<file path="config.mk">
export PLATFORM = sky130hd
export DESIGN_NAME = acs_clock_counter
export DESIGN_NICKNAME = d
export VERILOG_FILES = /design/src/acs_clock_counter.v
export VERILOG_INCLUDE_DIRS = /design/src /design/src/src
export SDC_FILE = /design/constraint.sdc
export NUM_CORES = 1
export LEC_CHECK = 0
export ABC_CLOCK_PERIOD_IN_PS = 7200
export BUFFER_PORTS_ARGS = -buffer_cell sky130_fd_sc_hd__buf_4
export CAP_MARGIN = 20
export CORE_UTILIZATION = 62
export CTS_BUF_LIST = sky130_fd_sc_hd__clkbuf_8
export DETAILED_ROUTE_END_ITERATION = 12
export PLACE_DENSITY = 0.88
export SLEW_MARGIN = 10
export SYNTH_ARGS = -nofsm -noshare
export SYNTH_HDL_FRONTEND = slang
export SYNTH_SLANG_ARGS = --single-unit
</file>
<file path="constraint.sdc">
create_clock -name sys_clk_i -period 7.2 [get_ports sys_clk_i]
set_input_delay 1.44 -clock sys_clk_i [delete_from_list [all_inputs] [get_ports sys_clk_i]]
set_output_delay 1.44 -clock sys_clk_i [all_outputs]
set_load 0.1 [all_outputs]
</file>
<file path="src/acs_defines.vh">
`ifndef ACS_DEFINES_VH
`define ACS_DEFINES_VH

// ****************************************************************
// clock path
// ****************************************************************
`define ACS_DIV_RATIO 58
`define ACS_DIV_HALF 29
`define ACS_SYS_CLK_HZ 40000000
// highest internal clock for reliable conversion: 245.8 kHz, in 0.1 kHz units
`define ACS_MAX_INT_CLK_DKHZ 2458
// least internal clock period in system cycles, rounded up
`define ACS_MIN_PERIOD_CYC ((`ACS_SYS_CLK_HZ + `ACS_MAX_INT_CLK_DKHZ * 100 - 1) / (`ACS_MAX_INT_CLK_DKHZ * 100))

// ****************************************************************
// conversion sequence, in internal clock periods
// ****************************************************************
`define ACS_AZ_COUNT 1024
`define ACS_INTEG_COUNT 2048
`define ACS_FULL_SCALE 4096

// ****************************************************************
// three-level test input coding
// ****************************************************************
`define ACS_TEST_GND 2'h0
`define ACS_TEST_MID 2'h1
`define ACS_TEST_VPLUS 2'h2

`endif

</file>
<file path="src/acs_clock_counter.v">
`timescale 1ns/1ps
`include "acs_defines.vh"

// Overview of operation
// (RL1) select input high or open selects the undivided RC clock path
// (RL2) RC path: internal clock follows buffered_osc_out, same frequency and phase
// (RL3) select low: buffered oscillator passes a fixed divide-by-58 prescaler
// (RL4) overdriven with select high: internal clock copies input duty, frequency, phase
// (RL5) signal integration lasts exactly 2048 internal clock periods
// (RL6) internal clock up to 245.8 kHz, thirty conversions per second, is supported
// (RL7) test at ground stops internal clock and forces all counter outputs high
// (RL8) after test leaves ground, first clock drives all counter outputs low; the code clears the count but not the sign flag
// (RL9) test at mid level makes the live counter visible on the outputs
// (RL10) full scale is 4096 counts, input twice the reference
// (RL11) result is twelve bits, sign and overrange; upper byte holds bits 9-12
// (RL12) prescaler is a modulo-58 counter with an even duty cycle
module acs_clock_counter #(
  parameter AZ_COUNT = `ACS_AZ_COUNT,
  parameter INTEG_COUNT = `ACS_INTEG_COUNT
) (
  // clock, reset, enable
  input wire sys_clk_i,
  input wire rst_n_i,
  input wire ce_i,
  // oscillator pins
  input wire buffered_osc_out_i,
  input wire osc_select_i,
  // three-level test pin, coded
  input wire [1:0] test_level_i,
  // analog comparator pins
  input wire zero_cross_i,
  input wire polarity_i,
  // clock and phase outputs
  output reg int_clk_o,
  output reg integrate_o,
  output reg deint_o,
  output reg status_o,
  output reg overspeed_o,
  // result outputs
  output reg [11:0] count_o,
  output reg sign_flag_o,
  output reg overrange_o,
  output reg [7:0] low_byte_o,
  output reg [7:0] high_byte_o
);

  // ****************************************************************
  // sequencer states, one-hot
  // ****************************************************************
  localparam ST_AZ = 3'h1;
  localparam ST_INT = 3'h2;
  localparam ST_DE = 3'h4;
  // integer forms first, then cut to the widths the logic compares against
  localparam integer MIN_PER_I = `ACS_MIN_PERIOD_CYC;
  localparam integer FULL_I = `ACS_FULL_SCALE;
  localparam integer INT_LAST_I = INTEG_COUNT - 1;
  localparam integer AZ_LAST_I = AZ_COUNT - 1;
  localparam integer DIV_LAST_I = `ACS_DIV_RATIO - 1;
  localparam integer DIV_HALF_I = `ACS_DIV_HALF;
  localparam [7:0] MIN_PER = MIN_PER_I[7:0];
  localparam [12:0] FULL = FULL_I[12:0];
  localparam [12:0] INT_LAST = INT_LAST_I[12:0];
  localparam [12:0] AZ_LAST = AZ_LAST_I[12:0];
  localparam [5:0] DIV_LAST = DIV_LAST_I[5:0];
  localparam [5:0] DIV_HALF = DIV_HALF_I[5:0];

  // ****************************************************************
  // pin synchronisers
  // ****************************************************************
  reg [5:0] sync1_reg;
  reg [5:0] sync2_reg;

  // two flip-flops on every pin input
  always @(posedge sys_clk_i or negedge rst_n_i) begin
    if (!rst_n_i) begin
      sync1_reg <= 6'h0a; // select as if pulled up, test at V+
      sync2_reg <= 6'h0a;
    end else if (ce_i) begin
      sync1_reg <= {polarity_i, zero_cross_i, test_level_i, osc_select_i, buffered_osc_out_i};
      sync2_reg <= sync1_reg;
    end
  end

  wire osc_s = sync2_reg[0];
  wire sel_s = sync2_reg[1];
  wire [1:0] test_s = sync2_reg[3:2];
  wire zc_s = sync2_reg[4];
  wire pol_s = sync2_reg[5];
  wire test_gnd = (test_s == `ACS_TEST_GND);
  wire test_mid = (test_s == `ACS_TEST_MID);

  // ****************************************************************
  // clock selection and prescaler
  // ****************************************************************
  reg osc_d_reg;
  reg [5:0] div_reg;
  reg [5:0] div_next;
  reg div_clk_reg;
  reg div_clk_next;
  reg clk_sel;

  // edge detect on the synchronised oscillator
  always @(posedge sys_clk_i or negedge rst_n_i) begin
    if (!rst_n_i) begin
      osc_d_reg <= 1'b0;
    end else if (ce_i) begin
      osc_d_reg <= osc_s;
    end
  end

  wire osc_rise = osc_s & ~osc_d_reg;

  // modulo-58 counter, high for the first half of each period
  always @* begin
    div_next = div_reg;
    div_clk_next = div_clk_reg;
    if (osc_rise) begin
      if (div_reg == DIV_LAST) begin // RL12
        div_next = 6'h00;
      end else begin
        div_next = div_reg + 6'h01;
      end
      div_clk_next = (div_next < DIV_HALF); // RL3 RL12
    end
  end

  always @(posedge sys_clk_i or negedge rst_n_i) begin
    if (!rst_n_i) begin
      div_reg <= 6'h00;
      div_clk_reg <= 1'b0;
    end else if (ce_i) begin
      div_reg <= div_next;
      div_clk_reg <= div_clk_next;
    end
  end

  // path select: high picks the undivided oscillator
  always @* begin
    if (sel_s) begin
      clk_sel = osc_s; // RL1 RL2 RL4
    end else begin
      clk_sel = div_clk_reg; // RL3
    end
  end

  // ****************************************************************
  // gated internal clock and tick
  // ****************************************************************
  reg int_clk_reg;
  wire int_clk_next = test_gnd ? int_clk_reg : clk_sel; // RL7
  wire tick = int_clk_next & ~int_clk_reg;

  always @(posedge sys_clk_i or negedge rst_n_i) begin
    if (!rst_n_i) begin
      int_clk_reg <= 1'b0;
    end else if (ce_i) begin
      int_clk_reg <= int_clk_next;
    end
  end

  // ****************************************************************
  // clock rate monitor
  // ****************************************************************
  reg [7:0] per_reg;
  reg fast_reg;

  // flags internal clock periods shorter than the supported rate
  always @(posedge sys_clk_i or negedge rst_n_i) begin
    if (!rst_n_i) begin
      per_reg <= 8'hff; // no period seen yet, so no false flag on the first tick
      fast_reg <= 1'b0;
    end else if (ce_i) begin
      if (tick) begin
        per_reg <= 8'h00;
        if (per_reg < MIN_PER - 8'h01) begin // per_reg holds period minus one
          fast_reg <= 1'b1; // RL6
        end else begin
          fast_reg <= 1'b0;
        end
      end else if (per_reg != 8'hff) begin
        per_reg <= per_reg + 8'h01;
      end
    end
  end

  // ****************************************************************
  // conversion sequencer and counter
  // ****************************************************************
  reg [2:0] state_reg;
  reg [12:0] cnt_reg;
  reg clr_pend_reg;
  reg sign_reg;
  reg [11:0] res_reg;
  reg res_sign_reg;
  reg res_or_reg;
  reg done_reg;

  // counter with test preset and phase sequencing
  always @(posedge sys_clk_i or negedge rst_n_i) begin
    if (!rst_n_i) begin
      state_reg <= ST_AZ;
      cnt_reg <= 13'h0000;
      clr_pend_reg <= 1'b0;
      sign_reg <= 1'b0;
      res_reg <= 12'h000;
      res_sign_reg <= 1'b0;
      res_or_reg <= 1'b0;
      done_reg <= 1'b0;
    end else if (ce_i) begin
      done_reg <= 1'b0;
      if (test_gnd) begin
        cnt_reg <= 13'h0fff; // RL7
        clr_pend_reg <= 1'b1;
        state_reg <= ST_AZ;
      end else if (tick) begin
        if (clr_pend_reg) begin
          cnt_reg <= 13'h0000; // RL8
          clr_pend_reg <= 1'b0;
        end else begin
          case (state_reg)
            ST_AZ: begin
              if (cnt_reg == AZ_LAST) begin
                cnt_reg <= 13'h0000;
                state_reg <= ST_INT;
              end else begin
                cnt_reg <= cnt_reg + 13'h0001;
              end
            end
            ST_INT: begin
              if (cnt_reg == INT_LAST) begin // RL5
                cnt_reg <= 13'h0000;
                sign_reg <= pol_s;
                state_reg <= ST_DE;
              end else begin
                cnt_reg <= cnt_reg + 13'h0001;
              end
            end
            ST_DE: begin
              if (zc_s || cnt_reg == FULL) begin
                res_reg <= cnt_reg[11:0]; // RL10
                res_sign_reg <= sign_reg;
                res_or_reg <= (cnt_reg == FULL); // RL10
                done_reg <= 1'b1;
                cnt_reg <= 13'h0000;
                state_reg <= ST_AZ;
              end else begin
                cnt_reg <= cnt_reg + 13'h0001;
              end
            end
            default: begin
              cnt_reg <= 13'h0000;
              state_reg <= ST_AZ;
            end
          endcase
        end
      end
    end
  end

  // ****************************************************************
  // output registers
  // ****************************************************************
  reg [11:0] view;
  reg view_sign;
  reg view_or;

  // live counter when test is mid or ground, else latched result
  always @* begin
    if (test_mid || test_gnd) begin
      view = cnt_reg[11:0]; // RL9
      view_sign = sign_reg;
      view_or = cnt_reg[12];
    end else begin
      view = res_reg;
      view_sign = res_sign_reg;
      view_or = res_or_reg;
    end
    if (test_gnd) begin
      view_sign = 1'b1; // RL7
      view_or = 1'b1;
    end
  end

  always @(posedge sys_clk_i or negedge rst_n_i) begin
    if (!rst_n_i) begin
      int_clk_o <= 1'b0;
      integrate_o <= 1'b0;
      deint_o <= 1'b0;
      status_o <= 1'b0;
      overspeed_o <= 1'b0;
      count_o <= 12'h000;
      sign_flag_o <= 1'b0;
      overrange_o <= 1'b0;
      low_byte_o <= 8'h00;
      high_byte_o <= 8'h00;
    end else if (ce_i) begin
      int_clk_o <= int_clk_reg;
      integrate_o <= (state_reg == ST_INT);
      deint_o <= (state_reg == ST_DE);
      status_o <= (state_reg != ST_AZ) & ~done_reg;
      overspeed_o <= fast_reg;
      count_o <= view;
      sign_flag_o <= view_sign;
      overrange_o <= view_or;
      low_byte_o <= view[7:0]; // RL11
      high_byte_o <= {2'h0, view_or, view_sign, view[11:8]}; // RL11
    end
  end

endmodule

</file>
==> results_dict.tcl, run 1 <==
set metrics [dict create \
    rsz0062_at_grt "no" \
    avgSynthCellArea_sq_um 10.0 \
    status "finished clean" \
    worst_slew_pin_slew_ps 1010 \
    antenna_left 0 \
    root_buffer "clkbuf_8" \
    dp_hpwl_um 5390 \
    io_buffers 41 \
    maxSlewViolCount 0 \
    cts_num_sinks 82 \
    grt_pass1_vias 2962 \
    grt_max_degree 83 \
    vias_per_cell 6.20 \
    cts_buffers 9 \
    gp_congestion 0.821 \
    die_w_um 83.8 \
    synth_flop_cell "dfrtp_1" \
    clkTransAtPathRegs_ps 80 \
    synth_commonest_cells "dfrtp_1, nand2_1, nor2_1" \
    yosysTopAreaCell "dfrtp_1" \
    path_cells "buf_4 -> inv_1 -> or3_1 -> or4_4 -> a21oi_4 -> mux2_2" \
    synth.most_common_cell "dfrtp_1" \
    synth_xor_area_share_pct 0.845 \
    htree_levels 3 \
    track_usage_pct 24.2 \
    dieHeight_um 83.8 \
    drc 0 \
    grt_overflow_total 0 \
    peakVddDrop_mv 0.358 \
    cp_num_buf_inv 2 \
    hold_buffers 0 \
    wl_per_cell_um 15.7 \
    max-cap-violations 0 \
    crit_fanout 50 \
    pin_count 44 \
    worstSkewPairLatency_ps 360 \
    cp.arrival_ps 4370 \
    clockBufferDepth 2 \
    fin_crit_ps 4130 \
    crit_type "input pin to flop" \
    cp.required_ps 7450 \
    synth-simple-area-share_pct 15.8 \
    diodes 0 \
    antenna_found_initial 0 \
    synth.top_cells.by_area "dfrtp_1, dfstp_2, mux2_2" \
    post_cts_buffers 0 \
    firstDrtPassIters 7 \
    synthCells 414 \
    finalSetupViolations 0 \
    start_util_pct 64.9 \
    synth_cell_type_count 52 \
    critPathSlowestCell "or3_1" \
    synth.cell_area_sq_mm 0.00415 \
    finalHoldViolCount 0 \
    drive_above_1_share_pct 21.8 \
    core.rowCount 29 \
    yosysSeqAreaShare_pct 49.9 \
    nets 445 \
    skew_ps 8.66 \
    max_slew_margin_pct 31.9 \
    timing.final.crit_share_pct 57.3 \
    cellPowerDensity_mw_per_mm2 388 \
    critPathLaunchType "input pin" \
    drt_iter0_drc 223 \
    vias 3183 \
    max_stage_delay_ps 740 \
    synth-compound-area-share_pct 14.2 \
    cts_resized 0 \
    cts_tree "built" \
    syn_to_final_growth_pct 10.8 \
    leakage_uw 0.00205 \
    yosysTopAreaCellShare_pct 41.7 \
    grt_pass1_wl_um 13500 \
    fmax_mhz 242 \
    cp_top_family "simple AND/OR/NAND/NOR gates" \
    die_area_sq_mm 0.00702 \
    synth_fa_ha_area_share_pct 1.51 \
    ys_seq_elements 82 \
    largest_register_ffs 13 \
    core-area_sq_mm 0.00639 \
    min_path_type "flop to flop" \
    drt_wl_total_um 8030 \
    cp-end-kind "flop" \
    synthMuxAreaShare_pct 10.7 \
    async_flop_share_pct 100 \
    synth_top_family_by_area "simple AND/OR/NAND/NOR gates" \
    synth-edff-count 0 \
    tns_ps 0 \
    final_core_util_pct 71.9 \
    synth.yosys.warnings 0 \
]
-- metrics by stage --
stage               instances  hold WS (ps)  setup WS, ps  area [sq um]  total power [uW]
floorplan                 415           434          4050          4150              1290
global placement          495           460          2750          4340              1390
detailed placement        496           464          2680          4350              1420
CTS                       512           475          3060          4560              1780
global route              513           503          2910          4590              1870
finish                    513           466          3070          4590              1780
-- area by class of cell --
cell class,count,area [sq um]
timing repair buffer,43,343
clock inverter,7,93.8
multi-input combinational,275,1790
fill,454,1790
inverter,20,75.1
sequential,82,2070
tap,77,96.3
clock buffer,9,124
-- layer usage --
| metal | GRT usage, % | share of wire [%] | vias up |
|---|---|---|---|
| li1 | - | - | 1506 |
| met4 | 9.09 | 1.8 | 0 |
| met1 | 31.2 | 42 | 1534 |
| met3 | 6.53 | 5.3 | 23 |
| met5 | 0 | 0 | - |
| met2 | 39.2 | 51 | 120 |
-- worst paths after layout --
kind | startpoint | end | slack [ps] | cells past startpoint
max | ce_i | res_reg[3] | 3070 | 6
min | done_reg | status_o | 470 | 1
max reg2reg | sync2_reg[3] | res_reg[3] | 3810 | 5
min reg2reg | done_reg | status_o | 470 | 1
max in group asynchronous | rst_n_i | sync2_reg[3] | 5600 | 2
min in group asynchronous | rst_n_i | count_o[9] | 960 | 1
-- placed cells by master (no fill, tap or decap), types with 4 or more instances in the layout --
cell type / count
nand4_1: 7
dfstp_2: 13
nand3_1: 16
a31oi_1: 14
buf_4: 42
nor2_1: 30
o31ai_1: 4
mux2_2: 19
mux2i_1: 13
nand2_1: 35
a21oi_1: 21
xor2_1: 4
o21ai_0: 29
inv_1: 21
and3_1: 7
ha_1: 5
mux2_1: 9
or4_1: 4
clkbuf_8: 9
dfrtp_1: 69
o211ai_1: 7
nor3_1: 9
-- cell families after synthesis --
group / after synthesis
other cells: 1
xor+xnor: 4
flops: 82
buf+inv: 58
simple gates: 129
mux: 41
compound gates: 94
fa+ha+maj: 5
-- where the power goes --
group / total [uW] / switching [uW] / internal, uW / leakage (uW)
combinational: 706 / 523 / 183 / 0.000952
sequential: 712 / 146 / 566 / 0.000987
clock: 363 / 168 / 195 / 0.000111
No activity file was read; power rests on OpenSTA's default activity.
==> run 2: changes to the inputs <==
--- a/config.mk
+++ b/config.mk
@@ -6,13 +6,13 @@
 export SDC_FILE = /design/constraint.sdc
 export NUM_CORES = 1
 export LEC_CHECK = 0
-export ABC_CLOCK_PERIOD_IN_PS = 7200
+export ABC_CLOCK_PERIOD_IN_PS = 3700
 export BUFFER_PORTS_ARGS = -buffer_cell sky130_fd_sc_hd__buf_4
 export CAP_MARGIN = 20
-export CORE_UTILIZATION = 62
+export CORE_UTILIZATION = 55
 export CTS_BUF_LIST = sky130_fd_sc_hd__clkbuf_8
 export DETAILED_ROUTE_END_ITERATION = 12
-export PLACE_DENSITY = 0.88
+export PLACE_DENSITY = 0.83
 export SLEW_MARGIN = 10
 export SYNTH_ARGS = -nofsm -noshare
 export SYNTH_HDL_FRONTEND = slang
==> constraint.sdc (replaced) <==
create_clock -name sys_clk_i -period 3.7 [get_ports sys_clk_i]
set_input_delay 0.74 -clock sys_clk_i [delete_from_list [all_inputs] [get_ports sys_clk_i]]
set_output_delay 0.74 -clock sys_clk_i [all_outputs]
set_load 0.1 [all_outputs]
==> run 2 against run 1 <==
Register-to-register slack worse by 3000 ps. Combinational power rose by 94%. Non-clock buffer count rose by 2. Global-route usage down 2.0 points. Count of clock-buffer cells in the layout rose by 4. Wire length decreased by 2.5%. Largest cell class unchanged.
==> results_dict.tcl, run 2 (synthesis results as in run 1) <==
set metrics [dict create \
    p_clk_share_pct 18.2 \
    finalHoldViolCount 0 \
    worst_slew_pin_slew_ps 1020 \
    wl_per_cell_um 14.6 \
    r2r_cells 6 \
    comb_power_share_pct 40.8 \
    cp.required_ps 3970 \
    min_path_type "input pin to asynchronous set/reset pin" \
    diodes 0 \
    dp_hpwl_um 5170 \
    dp.cells 519 \
    largest_register_ffs 13 \
    hold_buffers 0 \
    vias_per_cell 5.79 \
    firstDrtPassIters 4 \
    antenna_left 0 \
    htree_levels 3 \
    crit_fanout 21 \
    die_w_um 88.8 \
    cp-end-kind "flop" \
    skew_ps 11.0 \
    core.rowCount 31 \
    rr_startpoint "sync2_reg[3]" \
    p_sw_uw 1590 \
    peakVddDrop_mv 0.328 \
    timing.final.crit_share_pct 79.2 \
    fin_cells 537 \
    nets 447 \
    grt_max_degree 83 \
    cts_tree "built" \
    r2r-end "cnt_reg[5]" \
    vias 3110 \
    crit_type "flop to flop" \
    maxSlewViolCount 0 \
    antenna_found_initial 0 \
    max-cap-violations 0 \
    cp.arrival_ps 3200 \
    n_fill_cell 569 \
    status "finished clean" \
    grt_overflow_total 0 \
    mostFrequentLayoutCells "dfrtp_1, buf_4, nand2_1, nor2_1, o21ai_0" \
    drive_above_1_share_pct 22.1 \
    dp_slack_ps 779 \
    die_area_sq_mm 0.00789 \
    critPathSlowestCell "dfstp_2" \
    clkTransAtPathRegs_ps 80 \
    start_util_pct 57.2 \
    path_cells "o21bai_1 -> or3_1 -> buf_4 -> nor4_4 -> a31oi_1 -> o21ai_0" \
    core-area_sq_mm 0.00725 \
    layout_commonest_cell "dfrtp_1" \
    clockBufferDepth 2 \
    switching_share_pct 47.3 \
    rsz0062_at_grt "no" \
    crit_path_start "sync2_reg[3]" \
    critPathLaunchType "flop" \
    fmax_mhz 341 \
    pin_count 44 \
    grt_pass1_wl_um 13400 \
    max_stage_delay_ps 900 \
    drt_wl_total_um 7830 \
    post_cts_buffers 0 \
    track_usage_pct 22.2 \
    r2r_setup_slack_ps 770 \
    fin_total_pwr_uw 3370 \
    root_buffer "clkbuf_8" \
    crit_path_end "cnt_reg[5]" \
    tns_ps 0 \
    drt_iter0_drc 305 \
    finalSetupViolations 0 \
    drc 0 \
    cts_buffers 9 \
    max_slew_margin_pct 31.5 \
    leakage_uw 0.00205 \
    worstSkewPairLatency_ps 350 \
    syn_to_final_growth_pct 11.1 \
    grt_pass1_vias 2979 \
    p_seq_share_pct 41.0 \
    cts_resized 0 \
    internal_power_uw 1770 \
    cellPowerDensity_mw_per_mm2 731 \
    dieHeight_um 88.8 \
    cts_num_sinks 82 \
    gp_congestion 0.829 \
    fin_crit_ps 2930 \
    timing.final.ws_setup_ps 769 \
    io_buffers 41 \
]
## run 2: worst min path at each step
stage | endpoint | start
global route | res_reg[4] | rst_n_i
CTS | status_o | done_reg
floorplan | status_o | done_reg
global placement | res_reg[5] | res_reg[5]
finish | res_reg[6] | rst_n_i
detailed placement | res_reg[11] | res_reg[11]
## run 2: layout make-up
cell class	instances	area (sq um)	share of cell area, %
clock buffers	13	179	3.88
repair buffers	45	355	7.71
multi-input cells	275	1790	38.9
inverters	20	75.1	1.63
well taps	99	124	2.69
clock inverters	3	13.8	0.299
flip-flops and latches	82	2070	44.9
## run 2: layer usage
layer | global-route usage (%) | vias up | wire length, um
met5 | 0 | - | 0
met4 | 9.82 | 0 | 121
met1 | 27.5 | 1512 | 3520
li1 | - | 1504 | -
met3 | 5.04 | 13 | 332
met2 | 37.1 | 81 | 3860
## run 2: per-stage QoR
stage          utilization (%)  cell area (sq um)  hold WS, ps
6_report                  63.5               4610          301
5_1_grt                   63.5               4610          311
4_1_cts                   63.1               4570          484
3_5_place_dp              60.4               4380          475
3_3_place_gp              60.4               4380          467
2_1_floorplan                -               4150          434
## run 2: power groups by stage
stage | Sequential [uW] | Clock [uW] | Combinational, uW
after floorplan | 1580 | 0 | 922
after detailed placement | 1390 | 0 | 1360
after global placement | 1380 | 0 | 1330
final | 1380 | 612 | 1370
after global routing | 1420 | 667 | 1480
after CTS | 1380 | 629 | 1370
## run 2: worst max-delay path, delay by kind of cell, from the launching register on
kind                   cells  cell delay, ps
flip-flops                 1             900
AO/OA/AOI/OAI              3             560
buffers and inverters      1             220
AND/OR/NAND/NOR            2            1160
==> run 3: changes to the inputs <==
--- a/config.mk
+++ b/config.mk
@@ -6,7 +6,7 @@
 export SDC_FILE = /design/constraint.sdc
 export NUM_CORES = 1
 export LEC_CHECK = 0
-export ABC_CLOCK_PERIOD_IN_PS = 3700
+export ABC_CLOCK_PERIOD_IN_PS = 2370
 export BUFFER_PORTS_ARGS = -buffer_cell sky130_fd_sc_hd__buf_4
 export CAP_MARGIN = 20
 export CORE_UTILIZATION = 55
==> constraint.sdc (replaced) <==
create_clock -name sys_clk_i -period 2.37 [get_ports sys_clk_i]
set_input_delay 0.474 -clock sys_clk_i [delete_from_list [all_inputs] [get_ports sys_clk_i]]
set_output_delay 0.474 -clock sys_clk_i [all_outputs]
set_load 0.1 [all_outputs]
==> run 3 against run 2 <==
Core utilization grew 2.4 points. Worst setup slack lost 700 ps. Combinational power grew 71%. Sequential share of layout area shrank 1.7 points. Total power grew 65%.
==> results_dict.tcl, run 3 (synthesis results as in run 1) <==
set metrics [dict create \
    status "finished clean" \
    max_slew_margin_pct 62.9 \
    gp_congestion 0.877 \
    peakVddDrop_mv 0.673 \
    die_w_um 88.8 \
    r2r_cells 6 \
    max_stage_delay_ps 540 \
    antenna_left 0 \
    dieHeight_um 88.8 \
    tns_ps 0 \
    io_buffers 41 \
    max-cap-violations 0 \
    r2r-end "res_reg[5]" \
    clockBufferDepth 2 \
    nets 464 \
    pin_count 44 \
    cp-end-kind "flop" \
    clkTransAtPathRegs_ps 90 \
    fmax_mhz 435 \
    syn_to_final_growth_pct 15.4 \
    core.rowCount 31 \
    diodes 0 \
    cts_buffers 9 \
    drt_iter0_drc 282 \
    root_buffer "clkbuf_8" \
    layout_commonest_cell "dfrtp_1" \
    antenna_found_initial 0 \
    cp.required_ps 2610 \
    cts_num_sinks 82 \
    maxSlewViolCount 0 \
    grt_pass1_vias 3000 \
    cts_tree "built" \
    firstDrtPassIters 4 \
    cp.arrival_ps 2540 \
    skew_ps 12.5 \
    r2r_setup_slack_ps 70 \
    drc 0 \
    grt_pass1_wl_um 14100 \
    critPathSlowestCell "dfstp_2" \
    start_util_pct 57.2 \
    core-area_sq_mm 0.00725 \
    timing.final.crit_share_pct 97.1 \
    leakage_uw 0.00214 \
    grt_overflow_total 0 \
    worst_slew_pin_slew_ps 553 \
    finalSetupViolations 0 \
    track_usage_pct 23.6 \
    vias_per_cell 5.70 \
    critPathLaunchType "flop" \
    rr_startpoint "sync2_reg[1]" \
    drive_above_1_share_pct 25.3 \
    crit_type "flop to flop" \
    finalHoldViolCount 0 \
    wl_per_cell_um 15.1 \
    worstSkewPairLatency_ps 350 \
    whs_ps 90.1 \
    largest_register_ffs 13 \
    mostFrequentLayoutCells "dfrtp_1, buf_4, nand2_1, nor2_1, o21ai_0" \
    min_path_type "input pin to asynchronous set/reset pin" \
    fin_crit_ps 2300 \
    die_area_sq_mm 0.00789 \
    vias 3158 \
    dp_hpwl_um 5780 \
    hold_buffers 0 \
    drt_wl_total_um 8350 \
    htree_levels 3 \
    grt_max_degree 50 \
    path_cells "mux2i_1 -> or3_1 -> or4_4 -> a21oi_4 -> buf_12 -> mux2_1" \
    cellPowerDensity_mw_per_mm2 1160 \
    rsz0062_at_grt "no" \
    crit_fanout 14 \
]
## run 3: changes by cell type in the layout (fill, tap and decap cells not counted), sizes merged
| cell | delta |
|---|---|
| buf | +17 |
| clkbuf | -4 |
| bufinv | +2 |
| clkinvlp | +2 |
| clkinv | -1 |
| inv | +1 |
## run 3: how the worst max path moves through the flow
stage / to / start / depth (start not counted)
2_1_floorplan: res_reg[6] / sync2_reg[1] / 6
3_3_place_gp: res_reg[0] / ce_i / 7
3_5_place_dp: res_reg[5] / ce_i / 7
4_1_cts: res_reg[5] / sync2_reg[1] / 6
5_1_grt: res_reg[5] / sync2_reg[1] / 6
6_report: res_reg[5] / sync2_reg[1] / 6
## run 3: timing repair
| item | 4_1_cts | 5_1_grt |
|---|---|---|
| setup buffers | 0 | 0 |
| resized for setup | 0 | 1 |
| endpoints found under the setup margin | 0 | 2 |
## run 3: per-layer routing
| layer | GRT usage, % | part of all wire, % | vias to the layer above | wire length (um) |
|---|---|---|---|---|
| met5 | 0 | 0 | - | 0 |
| met4 | 6.45 | 1.0 | 0 | 84 |
| met3 | 5.88 | 3.7 | 10 | 309 |
| met2 | 39.9 | 50 | 68 | 4150 |
| met1 | 30.4 | 46 | 1539 | 3810 |
| li1 | - | - | 1541 | - |
## run 3: worst max-delay path: cells and delay by family, from the launching register on
family                 cells  cell delay [ps]
and+or+nand+nor            2              910
muxes                      2              420
buffers and inverters      1              160
DFF                        1              540
AOI/OAI and AO/OA          1              150
## run 3: report_power, final
part           total [uW]  switching (uW)  internal (uW)  leakage (uW)
sequential           2100             381           1720      0.000987
combinational        2340            1680            662       0.00105
clock                1100             514            591      0.000107
total                5540            2570           2970       0.00214
## run 3: through the flow
step                cells  setup WS (ps)  area [sq um]  util (%)  total power (uW)
finish                554           68.8          4780      66.0              5540
global placement      537            108          4550      62.8              4370
floorplan             415           89.9          4150         -              3910
global route          554           2.21          4780      66.0              5870
CTS                   554           74.1          4780      65.9              5550
detailed placement    538           76.5          4560      62.9              4450
## run 3: final cells by class
| class | count | area (sq um) |
|---|---|---|
| flip-flops and latches | 82 | 2070 |
| clock inverters | 7 | 92.6 |
| repair buffers | 62 | 503 |
| fillers | 575 | 2470 |
| clock buffers | 9 | 124 |
| inverters | 20 | 75.1 |
| well taps | 99 | 124 |
| multi-input cells | 275 | 1800 |
